File: config.mk
export PLATFORM = sky130hd
export DESIGN_NAME = hdrc_sensor_flat
export DESIGN_NICKNAME = d
export VERILOG_FILES = /design/src/hw/hdrc_pkg.sv /design/src/hw/hdrc_link_if.sv /design/src/hw/hdrc_buf2.sv /design/src/hw/hdrc_sensor.sv /design/src/flat_wrapper.sv
export SDC_FILE = /design/constraint.sdc
export NUM_CORES = 1
export LEC_CHECK = 0
export BUFFER_PORTS_ARGS = -buffer_cell sky130_fd_sc_hd__buf_4
export CORE_ASPECT_RATIO = 1.5
export CORE_UTILIZATION = 40
export CTS_BUF_LIST = sky130_fd_sc_hd__clkbuf_8 sky130_fd_sc_hd__clkbuf_16
export DETAILED_ROUTE_END_ITERATION = 8
export SLEW_MARGIN = 20
export SYNTH_ARGS = -nofsm -noshare
export SYNTH_HDL_FRONTEND = slang
export SYNTH_SLANG_ARGS = --single-unit
File: constraint.sdc
create_clock -name pclk -period 18.1 [get_ports pclk]
set_input_delay 3.62 -clock pclk [delete_from_list [all_inputs] [get_ports pclk]]
set_output_delay 3.62 -clock pclk [all_outputs]
set_load 0.02 [all_outputs]
File: src/hw/hdrc_pkg.sv
// shared constants, register map and compander maths for the hdr pixel path
package hdrc_pkg;

  // ==========================================================
  // register indices (byte address is four times the index)
  localparam logic [15:0] EXPOSURE_RATIO_CONTROL_IDX = 16'h3082;
  localparam logic [15:0] EXPOSURE_RATIO_CONTROL_ALT_IDX = 16'h3084;
  localparam logic [15:0] MOTION_CORRECTION_CONTROL_IDX = 16'h318C;
  localparam logic [15:0] COMPANDER_ENABLE_IDX = 16'h31D0;
  localparam logic [15:0] RESET_CONTROL_IDX = 16'h301A;
  localparam logic [15:0] LONG_ROWS_IDX = 16'h3200;
  localparam logic [15:0] FRAME_ROWS_IDX = 16'h3201;
  localparam logic [15:0] MODE_CONTROL_IDX = 16'h3202;
  localparam logic [15:0] LONG_LIMIT_STATUS_IDX = 16'h3203;
  localparam logic [15:0] SHORT_STATUS_IDX = 16'h3204;

  // ==========================================================
  // field positions and reset values
  localparam int RATIO_SEL_LSB = 2;
  localparam int MOTION_EN_BIT = 14;
  localparam int SOFT_RESET_BIT = 0;
  localparam int WIDE_MODE_BIT = 0;
  localparam int SHORT_RATIO_LSB = 16;
  localparam logic [1:0] RATIO_SEL_RST = 2'h2;
  localparam logic [15:0] LONG_ROWS_RST = 16'h0010;
  localparam logic [15:0] FRAME_ROWS_RST = 16'h0465;

  // ==========================================================
  // exposure limits
  localparam logic [15:0] LINE_BUFFERS = 16'h0046;
  localparam logic [15:0] WIDE_FRAME_MARGIN = 16'h0047;
  localparam logic [15:0] LINEAR_FRAME_MARGIN = 16'h0001;
  localparam logic [11:0] SATURATED = 12'hFFF;

  // ==========================================================
  // compander knees
  localparam logic [15:0] KNEE_IN_1 = 16'h0400;
  localparam logic [15:0] KNEE_IN_2 = 16'h1000;
  localparam logic [15:0] KNEE_IN_3 = 16'h8000;
  localparam logic [11:0] KNEE_OUT_1 = 12'h400;
  localparam logic [11:0] KNEE_OUT_2 = 12'hA00;
  localparam logic [11:0] KNEE_OUT_3 = 12'hD80;
  localparam logic [11:0] SEG2_BIAS = 12'h200;
  localparam logic [11:0] SEG3_BIAS = 12'h980;

  // 16-bit linear value to 12-bit code
  function automatic logic [11:0] hdrc_compand(input logic [15:0] lin);
    logic [11:0] code;
    code = 12'h000;
    if (lin < KNEE_IN_1)
    begin
      code = lin[11:0];
    end
    else if (lin < KNEE_IN_2)
    begin
      code = {1'b0, lin[11:1]} + SEG2_BIAS;
    end
    else if (lin < KNEE_IN_3)
    begin
      code = {2'b00, lin[14:5]} + SEG3_BIAS;
    end
    else
    begin
      code = {3'b000, lin[14:6]} + KNEE_OUT_3;
    end
    return code;
  endfunction : hdrc_compand

  // 12-bit code back to 16-bit linear value
  function automatic logic [15:0] hdrc_decompand(input logic [11:0] code);
    logic [15:0] lin;
    lin = 16'h0000;
    if (code < KNEE_OUT_1)
    begin
      lin = {4'h0, code};
    end
    else if (code < KNEE_OUT_2)
    begin
      lin = {3'b000, code - KNEE_OUT_1, 1'b0} + KNEE_IN_1;
    end
    else if (code < KNEE_OUT_3)
    begin
      lin = {code[10:0] - 11'h200, 5'h00} + KNEE_IN_2;
    end
    else
    begin
      lin = {code[9:0] - 10'h180, 6'h00} + KNEE_IN_3;
    end
    return lin;
  endfunction : hdrc_decompand

endpackage : hdrc_pkg

File: src/hw/hdrc_link_if.sv
// pixel link between the sensor path and the downstream receiver
`timescale 1ns/1ps
`default_nettype none
interface hdrc_link_if;
  logic [15:0] pix_code;
  logic pix_valid;
  logic pix_ready;
  logic pix_companded;
  logic [1:0] pix_ratio_sel;
  logic frame_restart;

  modport sensor (
    output pix_code,
    output pix_valid,
    input pix_ready,
    output pix_companded,
    output pix_ratio_sel,
    output frame_restart
  );

  modport receiver (
    input pix_code,
    input pix_valid,
    output pix_ready,
    input pix_companded,
    input pix_ratio_sel,
    input frame_restart
  );
endinterface : hdrc_link_if
`default_nettype wire

File: src/hw/hdrc_buf2.sv
// two-entry valid/ready buffer with synchronous flush
`timescale 1ns/1ps
`default_nettype none
module hdrc_buf2 #(
  parameter int W = 16
) (
  // clock and reset
  input wire logic pclk,
  input wire logic presetn,
  input wire logic flush,
  // fill side
  input wire logic in_valid,
  output logic in_ready,
  input wire logic [W-1:0] in_data,
  // drain side
  output logic out_valid,
  input wire logic out_ready,
  output logic [W-1:0] out_data
);
  logic [W-1:0] mem_reg [2];
  logic wr_ptr_reg;
  logic rd_ptr_reg;
  logic [1:0] count_reg;
  logic push;
  logic pop;

  assign in_ready = (count_reg != 2'd2);
  assign out_valid = (count_reg != 2'd0);
  assign out_data = mem_reg[rd_ptr_reg];
  assign push = in_valid && in_ready;
  assign pop = out_valid && out_ready;

  always_ff @(posedge pclk)
  begin
    if (push)
    begin
      mem_reg[wr_ptr_reg] <= in_data;
    end
  end

  // flush wins so an aborted frame leaves nothing behind
  always_ff @(posedge pclk or negedge presetn)
  begin
    if (!presetn)
    begin
      wr_ptr_reg <= 1'b0;
      rd_ptr_reg <= 1'b0;
      count_reg <= 2'd0;
    end
    else if (flush)
    begin
      wr_ptr_reg <= 1'b0;
      rd_ptr_reg <= 1'b0;
      count_reg <= 2'd0;
    end
    else
    begin
      wr_ptr_reg <= wr_ptr_reg ^ push;
      rd_ptr_reg <= rd_ptr_reg ^ pop;
      count_reg <= count_reg + {1'b0, push} - {1'b0, pop};
    end
  end
endmodule : hdrc_buf2
`default_nettype wire

File: src/hw/hdrc_sensor.sv
// sensor end: exposure merge, pre-shift, compander and exposure limits
//
// Summary of operation
// - compand 16-bit linear pixels to 12 bits
// - compand only when enable register set
// - four segment piecewise linear compression formulas
// - output knees at 1024, 2560, 3456
// - receiver decompands each segment back
// - pre-shift narrow ratios to fill 16 bits
// - two-bit field picks 4x to 32x
// - receiver unshifts by ratio after decompanding
// - 70 line buffers cap long rows in wide mode
// - over cap: short rows 70, ratio computed
// - receiver keeps using programmed ratio
// - long rows max frame-1 or frame-71
// - long rows clamped up to minimum exposure rows
// - motion bit 14 enables correction
// - reset by pin or reset register
// - merge two exposures into 16-bit value
// - soft reset bit aborts frame, self clears
`timescale 1ns/1ps
`default_nettype none
module hdrc_sensor (
  // clock and reset
  input wire logic pclk,
  input wire logic presetn,
  // apb register port
  input wire logic psel,
  input wire logic penable,
  input wire logic pwrite,
  input wire logic [17:0] paddr,
  input wire logic [31:0] pwdata,
  output logic [31:0] prdata,
  output logic pready,
  output logic pslverr,
  // exposure pairs from the pixel array
  input wire logic exp_valid,
  output logic exp_ready,
  input wire logic [11:0] long_exposure,
  input wire logic [11:0] short_exposure,
  // status pins
  output logic motion_correct_en,
  // link to receiver
  hdrc_link_if.sensor link
);
  // ==========================================================
  // registers
  logic [15:0] ratio_ctrl_reg;
  logic [15:0] ratio_ctrl_alt_reg;
  logic [15:0] motion_ctrl_reg;
  logic [15:0] comp_en_reg;
  logic [15:0] long_rows_reg;
  logic [15:0] frame_rows_reg;
  logic wide_dynamic_mode_reg;
  logic soft_rst_reg;
  logic [15:0] long_limit_reg;
  logic [15:0] short_rows_reg;
  logic [15:0] eff_ratio_reg;
  logic s1_valid_reg;
  logic [15:0] s1_lin_reg;
  logic [1:0] ratio_sel;
  logic [15:0] idx;
  logic setup;
  logic wr_en;
  logic hit;
  logic [31:0] rd_next;
  logic buf_ready;
  logic buf_valid;
  logic [15:0] buf_data;

  assign ratio_sel = ratio_ctrl_reg[hdrc_pkg::RATIO_SEL_LSB +: 2];
  assign idx = paddr[17:2];
  assign setup = psel && !penable;
  assign wr_en = psel && penable && pwrite && pready;

  // ==========================================================
  // apb slave: zero wait, unmapped reads zero with pslverr
  always_comb
  begin
    hit = 1'b1;
    rd_next = 32'h0000_0000;
    case (idx)
      hdrc_pkg::EXPOSURE_RATIO_CONTROL_IDX: rd_next = {16'h0000, ratio_ctrl_reg};
      hdrc_pkg::EXPOSURE_RATIO_CONTROL_ALT_IDX:
        rd_next = {16'h0000, ratio_ctrl_alt_reg};
      hdrc_pkg::MOTION_CORRECTION_CONTROL_IDX:
        rd_next = {16'h0000, motion_ctrl_reg};
      hdrc_pkg::COMPANDER_ENABLE_IDX: rd_next = {16'h0000, comp_en_reg};
      hdrc_pkg::RESET_CONTROL_IDX: rd_next = 32'h0000_0000;
      hdrc_pkg::LONG_ROWS_IDX: rd_next = {16'h0000, long_rows_reg};
      hdrc_pkg::FRAME_ROWS_IDX: rd_next = {16'h0000, frame_rows_reg};
      hdrc_pkg::MODE_CONTROL_IDX: rd_next = {31'h0, wide_dynamic_mode_reg};
      hdrc_pkg::LONG_LIMIT_STATUS_IDX: rd_next = {16'h0000, long_limit_reg};
      hdrc_pkg::SHORT_STATUS_IDX: rd_next = {eff_ratio_reg, short_rows_reg};
      default: hit = 1'b0;
    endcase
  end

  always_ff @(posedge pclk or negedge presetn)
  begin
    if (!presetn)
    begin
      pready <= 1'b0;
      prdata <= 32'h0000_0000;
      pslverr <= 1'b0;
    end
    else
    begin
      pready <= setup;
      prdata <= (setup && !pwrite) ? rd_next : 32'h0000_0000;
      pslverr <= setup && !hit;
    end
  end

  // ratio field written here; codes 0..3 are 4x..32x
  always_ff @(posedge pclk or negedge presetn)
  begin
    if (!presetn)
    begin
      ratio_ctrl_reg <= {12'h000, hdrc_pkg::RATIO_SEL_RST, 2'b00};
      ratio_ctrl_alt_reg <= {12'h000, hdrc_pkg::RATIO_SEL_RST, 2'b00};
      motion_ctrl_reg <= 16'h0000;
      comp_en_reg <= 16'h0000;
      long_rows_reg <= hdrc_pkg::LONG_ROWS_RST;
      frame_rows_reg <= hdrc_pkg::FRAME_ROWS_RST;
      wide_dynamic_mode_reg <= 1'b1;
    end
    else if (wr_en)
    begin
      case (idx)
        hdrc_pkg::EXPOSURE_RATIO_CONTROL_IDX: ratio_ctrl_reg <= pwdata[15:0];
        hdrc_pkg::EXPOSURE_RATIO_CONTROL_ALT_IDX:
          ratio_ctrl_alt_reg <= pwdata[15:0];
        hdrc_pkg::MOTION_CORRECTION_CONTROL_IDX:
          motion_ctrl_reg <= pwdata[15:0];
        hdrc_pkg::COMPANDER_ENABLE_IDX: comp_en_reg <= pwdata[15:0];
        hdrc_pkg::LONG_ROWS_IDX: long_rows_reg <= pwdata[15:0];
        hdrc_pkg::FRAME_ROWS_IDX: frame_rows_reg <= pwdata[15:0];
        hdrc_pkg::MODE_CONTROL_IDX:
          wide_dynamic_mode_reg <= pwdata[hdrc_pkg::WIDE_MODE_BIT];
        default: ;
      endcase
    end
  end

  // one-cycle soft reset pulse, reads back zero
  always_ff @(posedge pclk or negedge presetn)
  begin
    if (!presetn)
    begin
      soft_rst_reg <= 1'b0;
    end
    else
    begin
      soft_rst_reg <= wr_en && (idx == hdrc_pkg::RESET_CONTROL_IDX)
        && pwdata[hdrc_pkg::SOFT_RESET_BIT];
    end
  end

  always_ff @(posedge pclk or negedge presetn)
  begin
    if (!presetn)
    begin
      motion_correct_en <= 1'b0;
    end
    else
    begin
      motion_correct_en <= motion_ctrl_reg[hdrc_pkg::MOTION_EN_BIT];
    end
  end

  // ==========================================================
  // exposure limits
  logic [15:0] ratio_x;
  logic [15:0] buf_cap;
  logic [15:0] frame_cap;
  logic [15:0] max_rows;
  logic [15:0] min_rows;
  logic [15:0] long_eff;

  always_comb
  begin
    ratio_x = 16'h0004 << ratio_sel;
    // buffer cap is 70 times the ratio
    // shift amount widened: ratio_sel + 2 overflows two bits at 16x
    buf_cap = hdrc_pkg::LINE_BUFFERS << ({1'b0, ratio_sel} + 3'd2);
    if (wide_dynamic_mode_reg)
    begin
      frame_cap = frame_rows_reg - hdrc_pkg::WIDE_FRAME_MARGIN;
      max_rows = (buf_cap < frame_cap) ? buf_cap : frame_cap;
      min_rows = ratio_x >> 1;
    end
    else
    begin
      frame_cap = frame_rows_reg - hdrc_pkg::LINEAR_FRAME_MARGIN;
      max_rows = frame_cap;
      min_rows = 16'h0001;
    end
    // clamp upward when software programs too few rows
    long_eff = (long_rows_reg > max_rows) ? max_rows : long_rows_reg;
    if (long_eff < min_rows)
    begin
      long_eff = min_rows;
    end
  end

  // short rows held at 70 once the cap is passed
  always_ff @(posedge pclk or negedge presetn)
  begin
    if (!presetn)
    begin
      long_limit_reg <= 16'h0000;
      short_rows_reg <= 16'h0000;
      eff_ratio_reg <= 16'h0000;
    end
    else
    begin
      long_limit_reg <= long_eff;
      if (long_rows_reg > buf_cap)
      begin
        short_rows_reg <= hdrc_pkg::LINE_BUFFERS;
        eff_ratio_reg <= long_rows_reg / hdrc_pkg::LINE_BUFFERS;
      end
      else
      begin
        short_rows_reg <= long_eff >> ({1'b0, ratio_sel} + 3'd2);
        eff_ratio_reg <= ratio_x;
      end
    end
  end

  // ==========================================================
  // pixel path
  logic [15:0] merged;
  logic s1_adv;

  // long unless saturated in wide mode, else short scaled by ratio
  // aligned so every ratio fills 16 bits
  always_comb
  begin
    merged = {short_exposure, 4'h0};
    if (long_exposure != hdrc_pkg::SATURATED || !wide_dynamic_mode_reg)
    begin
      case (ratio_sel)
        2'd0: merged = {2'b00, long_exposure, 2'b00};
        2'd1: merged = {3'b000, long_exposure, 1'b0};
        2'd2: merged = {4'h0, long_exposure};
        2'd3: merged = {5'b00000, long_exposure[11:1]};
        default: merged = 16'h0000;
      endcase
    end
  end

  assign s1_adv = !s1_valid_reg || buf_ready;
  assign exp_ready = s1_adv && !soft_rst_reg;

  // pin reset or soft reset clears the pipe
  always_ff @(posedge pclk or negedge presetn)
  begin
    if (!presetn)
    begin
      s1_valid_reg <= 1'b0;
      s1_lin_reg <= 16'h0000;
    end
    else if (soft_rst_reg)
    begin
      s1_valid_reg <= 1'b0;
    end
    else if (s1_adv)
    begin
      s1_valid_reg <= exp_valid;
      s1_lin_reg <= merged;
    end
  end

  hdrc_buf2 #(.W(16)) u_buf (
    .pclk(pclk),
    .presetn(presetn),
    .flush(soft_rst_reg),
    .in_valid(s1_valid_reg),
    .in_ready(buf_ready),
    .in_data(comp_en_reg[0] ? {4'h0, hdrc_pkg::hdrc_compand(s1_lin_reg)}
                            : s1_lin_reg),
    .out_valid(buf_valid),
    .out_ready(link.pix_ready),
    .out_data(buf_data)
  );

  assign link.pix_valid = buf_valid;
  assign link.pix_code = buf_data;
  // programmed ratio is sent so the receiver need not track the limit
  assign link.pix_companded = comp_en_reg[0];
  assign link.pix_ratio_sel = ratio_sel;
  assign link.frame_restart = soft_rst_reg;
endmodule : hdrc_sensor
`default_nettype wire

File: src/flat_wrapper.sv
// flat-port wrapper written by rule: the top's interface ports become plain ports
module hdrc_sensor_flat 
  (pclk, presetn, psel, penable, pwrite, paddr, pwdata, prdata, pready, pslverr, exp_valid, exp_ready, long_exposure, short_exposure, motion_correct_en, link_pix_code, link_pix_valid, link_pix_ready, link_pix_companded, link_pix_ratio_sel, link_frame_restart);
  hdrc_link_if link_i ();
  input wire logic pclk;
  input wire logic presetn;
  input wire logic psel;
  input wire logic penable;
  input wire logic pwrite;
  input wire logic [17:0] paddr;
  input wire logic [31:0] pwdata;
  output logic [31:0] prdata;
  output logic pready;
  output logic pslverr;
  input wire logic exp_valid;
  output logic exp_ready;
  input wire logic [11:0] long_exposure;
  input wire logic [11:0] short_exposure;
  output logic motion_correct_en;
  output wire logic [$bits(link_i.pix_code)-1:0] link_pix_code;
  output wire logic [$bits(link_i.pix_valid)-1:0] link_pix_valid;
  input wire logic [$bits(link_i.pix_ready)-1:0] link_pix_ready;
  output wire logic [$bits(link_i.pix_companded)-1:0] link_pix_companded;
  output wire logic [$bits(link_i.pix_ratio_sel)-1:0] link_pix_ratio_sel;
  output wire logic [$bits(link_i.frame_restart)-1:0] link_frame_restart;
  assign link_pix_code = link_i.pix_code;
  assign link_pix_valid = link_i.pix_valid;
  assign link_i.pix_ready = link_pix_ready;
  assign link_pix_companded = link_i.pix_companded;
  assign link_pix_ratio_sel = link_i.pix_ratio_sel;
  assign link_frame_restart = link_i.frame_restart;
  hdrc_sensor u_core (.pclk(pclk), .presetn(presetn), .psel(psel), .penable(penable), .pwrite(pwrite), .paddr(paddr), .pwdata(pwdata), .prdata(prdata), .pready(pready), .pslverr(pslverr), .exp_valid(exp_valid), .exp_ready(exp_ready), .long_exposure(long_exposure), .short_exposure(short_exposure), .motion_correct_en(motion_correct_en), .link(link_i));
endmodule
==> impl_metrics.yaml <==
synthesis:
  synth_seq_area_share_pct: 39.8
  synth.top_cells.by_area: "dfrtp_1, mux2_2, edfxtp_1, ha_1, nand2_1"
  yosysWarnings: 0
  synth_top_cell_area_share_pct: 31.4
  mappedNetlistArea_mm2: 0.0143
  ys_ff_latch: 220
  async_reset_ff_share_pct: 85.5
  synth_ff_type: "dfrtp_1"
  synthTopCellsByCount: "dfrtp_1, nand2_1, nor2_1"
  synth_top_cell_by_area: "dfrtp_1"
  synth_cells: 1513
  synth_cell_type_count: 108
  synth_area_per_cell_um2: 9.43
  yosysMostFrequentCell: "dfrtp_1"
  synth_edf_count: 32
global_routing:
  grt_pass1_vias: 11600
  grt_max_degree: 109
  antenna_found_initial: 0
  grtUsageTotal_pct: 21.7
  grt_overflow: 0
  grt_pass1_wl_um: 62300
clock_tree:
  numCtsBuffers: 23
  postCtsSetupRepairBufs: 0
  clock-sinks: 220
  path_clk_slew_ns: 0.06
  clockBufferDepth: 3
  htree_levels: 1
  cts_resized: 0
  clk_latency_ns: 0.54
  clockRootBuffer: "clkbuf_16"
  cts_tree: "yes"
  hold_buffers: 0
layout:
  antenna_cells: 0
  nNetsFinal: 1704
  area_delta_synth_final_pct: 13.5
  final_area_mm2: 0.0162
  final_layout_size_suffix_gt1_share_pct: 21.4
  largest_reg_flops: 32
setup_path:
  critical_path_buf_inv_count: 2
  crit_slowest_cell: "dfstp_2"
  worst_ep_required_time_ns: 18.52
  arrival_ns: 10.58
  worstSetupPathType: "flip-flop to flip-flop"
  rrSetupSlack_ns: 7.94
  worstSetupEndpointType: "flip-flop"
  cpPeakStageDelay_ns: 0.84
  crit_family: "compound AO/OA/AOI/OAI gates"
  crit_path_max_fanout: 24
  rr_startpoint: "u_core.ratio_ctrl_reg[3]$_DFFE_PN1P_"
  reg2reg_to: "u_core.short_rows_reg[0]$_DFF_PN0_"
  critPathLaunchType: "flip-flop"
  path_common_cell: "a21o_1"
  r2r_cells: 41
detailed_routing:
  via_per_inst: 5.69
  route.detailed.drc: 0
  ant_nets: 0
  wl_per_cell_um: 18.9
  wirelength_um: 38800
  drtIter0Drc: 737
  dr.pass1.iters: 5
  via_count: 11700
sta:
  relSlewSlack_pct: 29.6
  min_period_ns: 10.16
  fin_skew_ns: 0.0326
  finalSetupViolCount: 0
  grt_setup_unrepaired: "false"
  hold_viol: 0
  max_freq_mhz: 98.4
  setup-tns-final_ns: 0
  slew_viol_final: 0
  worst_slew_pin_slew_ns: 1.06
  fin_crit_sh_pct: 56.2
floorplan:
  io-pin-count: 138
  initial_core_util_pct: 40.6
  coreArea_mm2: 0.0351
  die_y_um: 233
  die_w_um: 156
  die-area_mm2: 0.0364
  placementRows: 84
hold_path:
  hold_depth: 0
  min_to: "u_core.motion_correct_en$_DFF_PN0_"
  min_from: "u_core.motion_ctrl_reg[14]$_DFFE_PN0P_"
  hold_path.class: "flip-flop to flip-flop"
pwr:
  leakage_nw: 7.35
  ir_drop_mv: 0.0550
  powerDensity_mw_per_mm2: 79.2
  post-layout-total-power_w: 0.00128
placed_design:
  hpwl_um: 28100
  numPortBuffers: 113
  dpl_cell_area_mm2: 0.0154
  gp_congestion: 0.896
flow_run:
  maxCapViolCount: 0
status:
  outcome: "completed"
==> stage by stage <==
stage	hold slack, ns	utilization (%)	worst slack, ns	instances
detailed placement	0.391	43.8	7.93	2012
CTS	0.405	46.1	7.94	2054
global route	0.423	46.1	7.28	2054
floorplan	0.369	-	8.99	1518
global placement	0.391	43.8	8.14	2012
finish	0.405	46.1	7.94	2054
==> worst max path at each step <==
stage / startpoint / endpoint / slack, ns / cells after the start
floorplan: u_core.ratio_ctrl_reg[3]$_DFFE_PN1P_ / u_core.short_rows_reg[0]$_DFF_PN0_ / 8.99 / 49
global placement: u_core.ratio_ctrl_reg[3]$_DFFE_PN1P_ / u_core.short_rows_reg[0]$_DFF_PN0_ / 8.14 / 41
detailed placement: u_core.ratio_ctrl_reg[3]$_DFFE_PN1P_ / u_core.short_rows_reg[0]$_DFF_PN0_ / 7.93 / 41
CTS: u_core.ratio_ctrl_reg[3]$_DFFE_PN1P_ / u_core.short_rows_reg[0]$_DFF_PN0_ / 7.94 / 41
global route: u_core.ratio_ctrl_reg[3]$_DFFE_PN1P_ / u_core.short_rows_reg[0]$_DFF_PN0_ / 7.28 / 41
finish: u_core.ratio_ctrl_reg[3]$_DFFE_PN1P_ / u_core.short_rows_reg[0]$_DFF_PN0_ / 7.94 / 41
==> power breakdown <==
| part | leakage (nW) | switching, W | internal, W |
|---|---|---|---|
| Clock | 0.399 | 0.000201 | 0.000290 |
| Combinational | 4.20 | 0.000125 | 0.0000912 |
| Sequential | 2.76 | 0.0000243 | 0.000550 |
==> layer usage <==
layer | share of wire (%) | vias to the layer above | global-route usage [%] | routed length, um
li1 | - | 5609 | - | -
met1 | 41 | 5695 | 26.0 | 16000
met2 | 52 | 313 | 39.6 | 20100
met3 | 4.0 | 67 | 2.06 | 1540
met4 | 3.2 | 0 | 8.24 | 1230
met5 | 0 | - | 0 | 0
==> layout make-up <==
class | count | area (um2)
clock inverter | 12 | 119
multi-input combinational | 1132 | 7950
tap | 473 | 592
fill | 3379 | 18900
sequential | 220 | 5680
timing repair buffer | 124 | 941
clock buffer | 30 | 672
inverter | 63 | 238
==> layout by cell type (no fill, tap or decap), types with 23 or more instances in the layout <==
cell type  synthesis  final
a211oi_1          27     27
a21oi_1           80     79
a222oi_1          26     26
buf_4              9    122
clkbuf_16          0     23
dfrtp_1          179    179
edfxtp_1          32     32
ha_1              59     59
inv_1             59     62
mux2_2           113    113
mux2i_1           47     47
nand2_1          167    167
nor2_1           132    131
nor3_1            32     30
o21ai_0           98     97
xnor2_1           32     32
==> cells by family (layout without fill, tap and decap cells) <==
kind of cell | after synthesis | after routing | share of synthesized area (%)
adders and majority gates | 60 | 60 | 5.25
and+or+nand+nor | 476 | 476 | 15.7
AOI/OAI and AO/OA | 385 | 385 | 18.9
xor gates and xnor gates | 44 | 44 | 2.89
buffers and inverters | 166 | 229 | 4.99
muxes | 161 | 161 | 12.4
DFF | 220 | 220 | 39.8
other | 1 | 6 | 0.0263
(Power assumes the default switching activity.)
